### src/swd_params.svh
// Constants for the standby wakeup detect block
`ifndef SWD_PARAMS_SVH
`define SWD_PARAMS_SVH
`define SWD_ADDR_W        4
`define SWD_OFF_SENSE     4'h0
`define SWD_OFF_CLEAR     4'h4
`define SWD_OFF_STATUS    4'h8
`define SWD_OFF_MASK      4'hc
`define SWD_LANE_W        8
`define SWD_EN_BIT        0
`define SWD_REC_LSB       2
`define SWD_SEL_LSB       4
`define SWD_SENSE_RST     3'h2
`define SWD_REC_RISE      2'h1
`define SWD_REC_FALL      2'h2
`endif

### src/swd_pkg.sv
// Types for the standby wakeup detect block
package swd_pkg;
  typedef enum logic [2:0] {
    SWD_LOW  = 3'h0,
    SWD_HIGH = 3'h1,
    SWD_FALL = 3'h2,
    SWD_RISE = 3'h3,
    SWD_BOTH = 3'h4
  } swd_sense_t;
endpackage

### src/swd_wakeup.sv
// Standby wakeup detector for four external pins with Wishbone registers
//
// Decided for this implementation: register access over Wishbone and the address map.
`timescale 1ns/1ps
`include "swd_params.svh"
module swd_wakeup #(
  parameter int CHANNELS = 4
) (
  input  wire logic                  clk_i,
  input  wire logic                  rst_i,
  input  wire logic                  cyc_i,
  input  wire logic                  stb_i,
  input  wire logic                  we_i,
  input  wire logic [`SWD_ADDR_W-1:0] adr_i,
  input  wire logic [3:0]            sel_i,
  input  wire logic [31:0]           dat_i,
  output logic      [31:0]           dat_o,
  output logic                       ack_o,
  input  wire logic [CHANNELS-1:0]   ext_wake_pin_i,
  output logic      [CHANNELS-1:0]   wake_request_o,
  output logic                       irq_o
);

  initial begin
    if (CHANNELS != 4) begin
      $error("swd_wakeup serves exactly four channels");
    end
  end

  logic [CHANNELS-1:0] pin_meta;
  logic [CHANNELS-1:0] pin_sync;
  logic [CHANNELS-1:0] pin_prev;
  logic [2:0]          wake_sense_select  [CHANNELS];
  logic [1:0]          wake_edge_record   [CHANNELS];
  logic [CHANNELS-1:0] wake_source_enable;
  logic [CHANNELS-1:0] next_match;
  logic [CHANNELS-1:0] rise;
  logic [CHANNELS-1:0] fall;
  logic [CHANNELS-1:0] pend_status;
  logic [CHANNELS-1:0] pend_mask;
  logic                req;
  logic                wr;
  logic [CHANNELS-1:0] clr_hit;
  logic [31:0]         next_rdata;

  assign req = cyc_i & stb_i & ~ack_o;
  assign wr  = req & we_i;

  // Pin synchroniser
  always_ff @(posedge clk_i) begin
    if (rst_i) begin
      pin_meta <= '0;
      pin_sync <= '0;
      pin_prev <= '0;
    end else begin
      pin_meta <= ext_wake_pin_i;
      pin_sync <= pin_meta;
      pin_prev <= pin_sync;
    end
  end

  assign rise = pin_sync & ~pin_prev;
  assign fall = ~pin_sync & pin_prev;

  // Write-one-to-clear of pending bits, lane 0 of the clear register
  always_comb begin
    clr_hit = '0;
    if (wr && adr_i == `SWD_OFF_CLEAR && sel_i[0]) begin
      clr_hit = dat_i[CHANNELS-1:0];
    end
  end

  // Detection per channel
  always_comb begin
    for (int c = 0; c < CHANNELS; c++) begin
      case (swd_pkg::swd_sense_t'(wake_sense_select[c]))
        swd_pkg::SWD_LOW:  next_match[c] = ~pin_sync[c];
        swd_pkg::SWD_HIGH: next_match[c] = pin_sync[c];
        swd_pkg::SWD_FALL: next_match[c] = fall[c];
        swd_pkg::SWD_RISE: next_match[c] = rise[c];
        swd_pkg::SWD_BOTH: next_match[c] = rise[c] | fall[c];
        default:           next_match[c] = 1'b0;
      endcase
      next_match[c] = next_match[c] & wake_source_enable[c];
    end
  end

  // Sense and enable fields, one byte lane per channel
  always_ff @(posedge clk_i) begin
    if (rst_i) begin
      for (int c = 0; c < CHANNELS; c++) begin
        wake_sense_select[c] <= `SWD_SENSE_RST;
      end
      wake_source_enable <= '0;
    end else if (wr && adr_i == `SWD_OFF_SENSE) begin
      for (int c = 0; c < CHANNELS; c++) begin
        if (sel_i[c]) begin
          wake_sense_select[c] <=
            dat_i[c*`SWD_LANE_W+`SWD_SEL_LSB +: 3];
          wake_source_enable[c] <=
            dat_i[c*`SWD_LANE_W+`SWD_EN_BIT];
        end
      end
    end
  end

  // Edge record, set only in enabled both-edge mode; write-one-to-clear clears it in any mode, except in a cycle where an edge sets it
  always_ff @(posedge clk_i) begin
    if (rst_i) begin
      for (int c = 0; c < CHANNELS; c++) begin
        wake_edge_record[c] <= '0;
      end
    end else begin
      for (int c = 0; c < CHANNELS; c++) begin
        if (wake_source_enable[c] &&
            wake_sense_select[c] == 3'(swd_pkg::SWD_BOTH)) begin
          if (rise[c]) begin
            wake_edge_record[c] <= wake_edge_record[c] | `SWD_REC_RISE;
          end else if (fall[c]) begin
            wake_edge_record[c] <= wake_edge_record[c] | `SWD_REC_FALL;
          end else if (clr_hit[c]) begin
            wake_edge_record[c] <= '0;
          end
        end else if (clr_hit[c]) begin
          wake_edge_record[c] <= '0;
        end
      end
    end
  end

  // Standby-release request output
  always_ff @(posedge clk_i) begin
    if (rst_i) begin
      wake_request_o <= '0;
    end else begin
      wake_request_o <= next_match;
    end
  end

  // Pending status (set wins over clear) and mask
  always_ff @(posedge clk_i) begin
    if (rst_i) begin
      pend_status <= '0;
    end else begin
      pend_status <= (pend_status & ~clr_hit) | next_match;
    end
  end

  always_ff @(posedge clk_i) begin
    if (rst_i) begin
      pend_mask <= '0;
    end else if (wr && adr_i == `SWD_OFF_MASK && sel_i[0]) begin
      pend_mask <= dat_i[CHANNELS-1:0];
    end
  end

  always_ff @(posedge clk_i) begin
    if (rst_i) begin
      irq_o <= 1'b0;
    end else begin
      irq_o <= |(((pend_status & ~clr_hit) | next_match) & pend_mask);
    end
  end

  // Read mux
  always_comb begin
    next_rdata = '0;
    case (adr_i)
      `SWD_OFF_SENSE: begin
        for (int c = 0; c < CHANNELS; c++) begin
          next_rdata[c*`SWD_LANE_W+`SWD_SEL_LSB +: 3] =
            wake_sense_select[c];
          next_rdata[c*`SWD_LANE_W+`SWD_REC_LSB +: 2] =
            wake_edge_record[c];
          next_rdata[c*`SWD_LANE_W+`SWD_EN_BIT] =
            wake_source_enable[c];
        end
      end
      `SWD_OFF_STATUS: next_rdata[CHANNELS-1:0] = pend_status;
      `SWD_OFF_MASK:   next_rdata[CHANNELS-1:0] = pend_mask;
      default:         next_rdata = '0;
    endcase
  end

  // Wishbone classic slave, one wait state
  always_ff @(posedge clk_i) begin
    if (rst_i) begin
      ack_o <= 1'b0;
      dat_o <= '0;
    end else begin
      ack_o <= req;
      dat_o <= req ? next_rdata : '0;
    end
  end

endmodule

### config.mk
export PLATFORM = sky130hd
export DESIGN_NAME = swd_wakeup
export DESIGN_NICKNAME = d
export VERILOG_FILES = /design/src/swd_pkg.sv /design/src/swd_wakeup.sv
export VERILOG_INCLUDE_DIRS = /design/src
export SDC_FILE = /design/constraint.sdc
export NUM_CORES = 1
export LEC_CHECK = 0
export BUFFER_PORTS_ARGS = -buffer_cell sky130_fd_sc_hd__buf_2
export CORE_AREA = 4 4 94 96
export DETAILED_ROUTE_END_ITERATION = 10
export DIE_AREA = 0 0 98 100
export PLACE_DENSITY = 0.66
export RECOVER_POWER = 100
export SYNTH_ARGS = -nofsm -noshare
export SYNTH_HDL_FRONTEND = slang
export SYNTH_SLANG_ARGS = --single-unit
export TNS_END_PERCENT = 50
### constraint.sdc
create_clock -name clk_i -period 5.2 [get_ports clk_i]
set_clock_uncertainty 0.2 [all_clocks]
set_input_delay 1.56 -clock clk_i [delete_from_list [all_inputs] [get_ports clk_i]]
set_output_delay 1.56 -clock clk_i [all_outputs]
set_load 0.005 [all_outputs]
Word level (Yosys, flattened, before mapping)
Memories as Yosys holds them, arrays and structs flattened.
Cells that the tools add are included.

word-level totals
  register bits = 62
  memory bits (writable) = 20
  input bits = 49
  word-level logic and storage cells = 221
  memories = 2

operators by class
  equality and inequality tests = 19
  muxes and demuxes = 118
  bitwise operators = 46
  reduce and logical (&&, ||, !) cells = 21

memory list
  name               words  bits a word  rd ports  clocked after memory_dff  write ports  RTL line          text
  wake_sense_select  4      3            4         0                         4            swd_wakeup.sv:33  logic [2:0] wake_sense_select [CHANNELS];
  wake_edge_record   4      2            4         0                         4            swd_wakeup.sv:34  logic [1:0] wake_edge_record [CHANNELS];

operator list
  kind                  count
  $mux W1               90
  $mux W2               16
  $eq A3 B2 Y1 const B  8
  $or A1 B1 Y1          24
  $pmux W1 S5           4
  $and A4 B4 Y4         4
  $eq A3 B1 Y1 const B  4
  $eq A3 B3 Y1 const B  4
  $logic_not A3 Y1      4
  $mux W3               4
  $not A4 Y4            3
  $logic_and A1 B1 Y1   9
  $eq A4 B4 Y1 const B  2
  $reduce_and A2 Y1     4
  $and A1 B1 Y1         7
  $not A1 Y1            7
  $pmux W2 S3           1
  $eq A4 B3 Y1 const B  1
  $logic_not A4 Y1      1
  $mux W4               1
  $or A4 B4 Y4          1
  $reduce_or A4 Y1      1
  $pmux W1 S3           1
  $reduce_or A3 Y1      1
  2 further kinds       2

Depth between registers and ports, before layout
Gate-level depths: netlist (run 1).

  depth in word-level cells = 14
  gate-level depth with buffers = 7
  mapped depth without buffers = 7

Worst setup path after synthesis (run 1)
OpenSTA, ideal clock, no wires.

  path type = input -> register
  from = input adr_i[1]
  to = memory wake_edge_record[3][0], enable pin
  data arrival time = 2.714 ns
  required time = 4.709 ns
  slack = 1.995 ns
  stages on the path = 5
  path buffers = 0
  cell sequence = or3b_4 -> nor4_4 -> nand2_1 -> a22oi_1 -> or2_1

RTL lines
  what                RTL line          text
  start: declaration  swd_wakeup.sv:14  input wire logic [`SWD_ADDR_W-1:0] adr_i,
  end: declaration    swd_wakeup.sv:34

==> reports/results.txt, run 1 <==
Leakage - 1.54 nW
Vias - 2,343
Initial core utilization - 39.8%
Pre-CTS WS - 1.59 ns
CP endpoint kind - flip-flop
Endpoints failing hold - 0
Wirelength per Cell - 13.9 um
Violated checks - max-capacitance violations
Most common cell in the netlist - dfxtp_1
Critical path's top delay family - simple AND/OR/NAND/NOR gates
Share of power burned in registers - 50.8%
Classification of the worst setup path - input port to flip-flop
Mapped Area - 3200 um^2
Gate power share - 4.5%
Clk pwr share - 44.8%
Final worst slack - 1.16 ns
Distinct cell type count after synthesis - 46
Fin. max-slew vios - 0
Int Power - 0.961 mW
Synthesis Warnings - 0
Area grow syn2layout - 17.8%
Total congestion overflow - 0
Finished Layout Cells - 479
Worst path slowest cell - nor4_1
Fraction of layout cells with a size suffix above 1 - 18.2%
Number of port buffers - 66
Worst Path Max Fanout - 8
WL final - 6.64 mm
Final core utilization - 46.8%
Placed cell area - 3600 um^2
Top Ports - 87
Post-synthesis sequential area ratio - 53.2%
Worst VDD drop - 167 uV
Hold buffers post-CTS - 0
Worst hold path class - flip-flop to flip-flop
Final critical-path share of the clock period - 77.7%
First-pass iteration count of the detailed router - 4
Met3 Usage GRT - 5.21%
CTS Buf Count - 9
CP peak stage delay - 1.20 ns
DRC - 0
Setup TNS Final - 0 ns
Width of the chip - 98 um
Met2 global-route usage - 20.7%
CTS H-tree lvls - 3
Final setup fails - 0
Top post-synthesis cells by count - 55 x dfxtp_1, 26 x nor2_1, 21 x and2_1, 20 x edfxtp_1, 20 x nand2_1
Slew HR - 1.67%
#FFs+latches synth - 75
Antenna violations before repair - 0
Die Ht - 100 um
Critical path buffers and inverters - 1
WP data required - 5.04 ns
Top post-synthesis cells by area - dfxtp_1 34%, edfxtp_1 19%, ha_1 4.3%
Crit-path cells - clkbuf_1 -> or3b_1 -> nor4_1 -> o211ai_1 -> nor2b_1 -> o21ai_0
# clock sinks - 75
Core area - 8050 um^2
Post-route ant nets - 0
Fraction of registers with async set/reset - 0%
Number of global-route vias before repair - 2,255
Tot GR Track Use - 14.0%
Cell Pwr Density - 321 nW/um^2
Vias/cell - 4.89
Longest Clk Path Bufs - 2
Placer Congestion - 0.777
Placed Instances - 463
Die ar. - 9800 um^2
Hold slack - 0.238 ns
Cell taking the most area after synthesis - dfxtp_1
PostCTS Resize Cnt - 0
Post-Syn Instances - 301
Worst-Skew Late Latency - 0.35 ns
Fillers - 777
Crit path DAT - 3.88 ns
Switching part of the total - 20.6%
Actual slew at the worst max-slew pin - 1.46 ns
Post-synth top flop - dfxtp_1
Fmax - 0.248 GHz
Setup repair after global routing missed its margin - false
First-pass GRT wire length - 10.7 mm
Switch Pwr - 0.249 mW
NumNets Final - 429
Rows - 33
Most used routing layer - met2
Post-CTS Setup Inserts - 0
Syn avg cell area - 10.6 um^2
Final Critical Period - 4.04 ns
CTS clk-pin slew, worst paths - 0.08 ns
# diodes - 0
EDFF count, synth - 20
Crit path launch type - input port
Hpwl dp - 4.78 mm
Status - finished with violations
Met1 Usage GRT - 18.3%
CTS root buf - clkbuf_8
Total Power - 1.21 mW
Synth top area share - 34.4%
Detailed router's first-iteration violation count - 70
CTS tree - yes
Max Cap Viol - 1
Post-route cell area - 3770 um^2
Largest net degree at the start of global routing - 28
==> worst reg2reg max path: stages, from the launching register on <==
cell and delay, ns:
dfxtp_1 0.33, nand3b_2 0.29, nor4_1 1.23, o211ai_1 0.17
nor2b_1 0.21, o21ai_0 0.14
==> placed cells by master (no fill, tap or decap), types with 7 or more instances in the layout <==
cell type / synthesis / routed
buf_2: 3 / 45
o21ai_0: 2 / 7
ha_1: 11 / 11
and2_0: 0 / 14
dfxtp_1: 55 / 55
conb_1: 1 / 7
nand3b_1: 7 / 7
nor2b_1: 11 / 11
a31oi_1: 8 / 8
and2_1: 21 / 7
inv_1: 9 / 9
nor3_1: 6 / 7
clkbuf_1: 4 / 24
nand2_1: 20 / 20
clkbuf_8: 0 / 10
nor2_1: 26 / 26
edfxtp_1: 20 / 20
mux2i_1: 12 / 12
and3_1: 8 / 8
nand2b_1: 7 / 7
==> routing by layer <==
| metal | up-vias | routed length, um |
|---|---|---|
| li1 | 1176 | - |
| met1 | 1074 | 3180 |
| met2 | 84 | 2890 |
| met3 | 9 | 465 |
| met4 | 0 | 102 |
| met5 | - | 0 |
==> path summary, 6_finish.rpt <==
check | endpoint | slack, ns | cells past startpoint | from
worst max register to register | wake_edge_record[0][1] | 2.33 | 5 | ack_o
worst min-delay path | pin_sync[2] | 0.24 | 1 | pin_meta[2]
worst min register to register | pin_sync[2] | 0.24 | 1 | pin_meta[2]
worst max-delay path | wake_edge_record[0][1] | 1.16 | 6 | adr_i[1]
==> flip-flops by register name, summed over array words and instances (netlist names) <==
register / cells
pend_status: 4
pin_prev: 4
pin_meta: 4
wake_request_o: 4
ack_o: 1
irq_o: 1
wake_sense_select: 12
pin_sync: 4
wake_edge_record: 8
pend_mask: 4
wake_source_enable: 4
dat_o: 25
==> logic make-up after synthesis <==
group / after synthesis / synth area share [%]
simple gates: 134 / 25.0
flops: 75 / 53.2
compound gates: 35 / 7.31
buf+inv: 26 / 4.14
mux: 16 / 5.16
fa+ha+maj: 11 / 4.30
xor+xnor: 3 / 0.821
other cells: 1 / 0.117
==> area by class of cell <==
class	instances	area, um^2	share of cell area [%]
Sequential cell	75	1700	45.1
Multi-Input combinational cell	206	1350	35.8
Timing Repair Buffer	68	312	8.26
Clock buffer	11	141	3.75
Tap cell	105	131	3.48
Clock inverter	5	100	2.65
Inverter	9	33.8	0.896
==> power groups by stage <==
stage	Sequential (mW)	Clock [mW]	Combinational [mW]
after floorplan	0.625	0	0.0361
after global placement	0.627	0	0.0558
after detailed placement	0.627	0	0.0572
after CTS	0.614	0.554	0.0574
after global routing	0.615	0.576	0.0609
final	0.614	0.541	0.0540
Note: power is estimated with default switching activity, not from simulation.
==> inputs of run 2 (changes only) <==
Settings changed: ABC_AREA set to 1, PLACE_DENSITY 0.66 to 0.68.
Clock period 5.2 ns to 3.6 ns, I/O delays scaled along.
==> run 2 against run 1 <==
The run now ends clean; power rose by 42%; synthesized cell count rose by 30%; worst hold slack got worse by 0.035 ns; cell area rose by 0.93%; combinational power rose by 55%; sequential share of layout area fell by 0.42 points; die area did not move.
==> reports/results.txt, run 2 <==
Status - complete, no violations
Core area - 8050 um^2
Synthesis Warnings - 0
Hold slack - 0.204 ns
Synth top area share - 34.4%
Die ar. - 9800 um^2
Fraction of registers with async set/reset - 0%
Fraction of layout cells with a size suffix above 1 - 15.8%
Top Ports - 87
First-pass GRT wire length - 10.4 mm
Worst hold path class - flip-flop to flip-flop
Worst VDD drop - 191 uV
CTS root buf - clkbuf_8
FF-to-FF path depth - 6
Max reg flops - 25
Width of the chip - 98 um
Total congestion overflow - 0
CP endpoint kind - flip-flop
First-pass iteration count of the detailed router - 7
Register area - 1700 um^2
Beginning of the worst hold path - pin_meta[2]
R2r setup slk - 1.35 ns
Largest Register - dat_o
CTS clk-pin slew, worst paths - 0.08 ns
Syn avg cell area - 8.16 um^2
EDFF count, synth - 20
NumNets Final - 522
Vias/cell - 4.46
Post-route ant nets - 0
Worst-Skew Late Latency - 0.33 ns
Distinct cell type count after synthesis - 26
Antenna violations before repair - 0
Cell taking the most area after synthesis - dfxtp_1
CTS H-tree lvls - 3
Largest net degree at the start of global routing - 25
WP data required - 3.49 ns
Number of port buffers - 66
# diodes - 0
Longest Clk Path Bufs - 2
WL final - 6.38 mm
Commonest non-fill, non-tap cell in the layout - nand2_1
Worst R2R Start - ack_o
Fin. max-slew vios - 0
Max Cap Viol - 0
Mapped Area - 3200 um^2
Hold Path Cell Cnt - 2
Wirelength per Cell - 11.1 um
PostCTS Resize Cnt - 0
# clock sinks - 75
Actual slew at the worst max-slew pin - 1.05 ns
Classification of the worst setup path - input port to flip-flop
Number of global-route vias before repair - 2,364
Initial core utilization - 39.7%
Final critical-path share of the clock period - 77.2%
Post-CTS Setup Inserts - 0
Die Ht - 100 um
Area of the multi-input gates - 1140 um^2
Most common cell in the netlist - nand2_1
Rows - 33
Crit path DAT - 2.67 ns
Area grow syn2layout - 19.1%
WHS Endpoint - pin_sync[2]
#FFs+latches synth - 75
CTS tree - yes
Leakage - 1.85 nW
Detailed router's first-iteration violation count - 98
Crit path launch type - input port
Hold buffers post-CTS - 0
Cell Pwr Density - 452 nW/um^2
Setup TNS Final - 0 ns
Vias - 2,553
Tot GR Track Use - 13.2%
Worst Path Max Fanout - 11
Post-Syn Instances - 392
Most frequent cells in the layout - 76 x nand2_1, 72 x nor2_1, 70 x inv_1
Top post-synthesis cells by area - dfxtp_1 34%, edfxtp_1 19%, nand2_1 8.9%
CTS Buf Count - 9
Fmax - 0.360 GHz
Hpwl dp - 4.81 mm
Placer Congestion - 0.841
Final setup fails - 0
Post-synth top flop - dfxtp_1
Biggest regs - dat_o (25), wake_sense_select (12), wake_edge_record (8)
DRC - 0
Top post-synthesis cells by count - 76 x nand2_1, 72 x nor2_1, 69 x inv_1, 55 x dfxtp_1, 27 x nand3_1
Final Critical Period - 2.78 ns
Setup repair after global routing missed its margin - false
Slew HR - 30.1%
Endpoints failing hold - 0
Worst r2r dst - wake_sense_select[0][1]
Fillers - 802
Post-synthesis sequential area ratio - 53.2%
[run 2: cell types whose count changed in the layout (fill, tap and decap cells not counted), sizes merged, moves of 6 or more]
cell    change
nand2b      -7
nand3      +28
mux2i      -12
nand3b      -7
and2       -19
buf         +6
nor2b      -11
nand2      +57
inv        +61
nor2       +47
and3        -8
a31oi       -8
[run 2: per-layer routing]
layer | routed length, um | share of wire [%] | global-route usage, %
met1 | 2780 | 44 | 14.8
met3 | 422 | 6.6 | 3.89
met2 | 3060 | 48 | 22.9
met4 | 110 | 1.7 | 6.60
met5 | 0 | 0 | 0
[run 2: report_power, final]
group          switching [mW]  internal, mW  leakage (nW)
Sequential            0.00730         0.877         0.639
Clock                   0.287         0.466         0.122
Combinational          0.0537        0.0300          1.08
[run 2: area by class of cell]
type                    count  share of cell area (%)
flip-flops and latches     75                    44.7
inverters                  70                    6.90
repair buffers             68                    8.38
clock buffers              13                    4.70
multi-input cells         238                    30.1
well taps                 105                    3.45
clock inverters             3                    1.78
[run 2: critical path, stage by stage]
cell,delay (ns)
clkbuf_1,0.14
nor4_4,0.43
nand2_2,0.06
inv_1,0.41
nand3_1,0.22
or2_2,0.32
[run 2: cell families after synthesis]
family	share of synthesized area, %
flip-flops	53.2
adder cells (fa/ha/maj)	4.31
other	0.117
AND/OR/NAND/NOR	27.7
AO/OA/AOI/OAI	3.37
buffers and inverters	11.3
[run 2: through the flow]
stage / util, % / worst slack, ns / total power, mW / area [um^2] / std cells
finish: 47.3 / 0.820 / 1.72 / 3810 / 572
global route: 47.3 / 0.675 / 1.78 / 3810 / 572
CTS: 47.8 / 1.02 / 1.74 / 3840 / 572
detailed placement: 44.7 / 0.663 / 0.990 / 3600 / 556
global placement: 44.7 / 0.678 / 0.988 / 3600 / 556
floorplan: - / 1.19 / 0.956 / 3220 / 398
[run 2: how the worst max path moves through the flow]
stage,startpoint,to,slack [ns],depth (start not counted)
CTS,adr_i[1],wake_edge_record[1][1],1.02,10
floorplan,adr_i[1],wake_edge_record[1][1],1.19,9
global route,adr_i[3],wake_sense_select[0][1],0.67,6
detailed placement,adr_i[1],wake_edge_record[1][1],0.66,10
finish,adr_i[3],wake_sense_select[0][1],0.82,6
global placement,adr_i[3],wake_sense_select[0][1],0.68,6
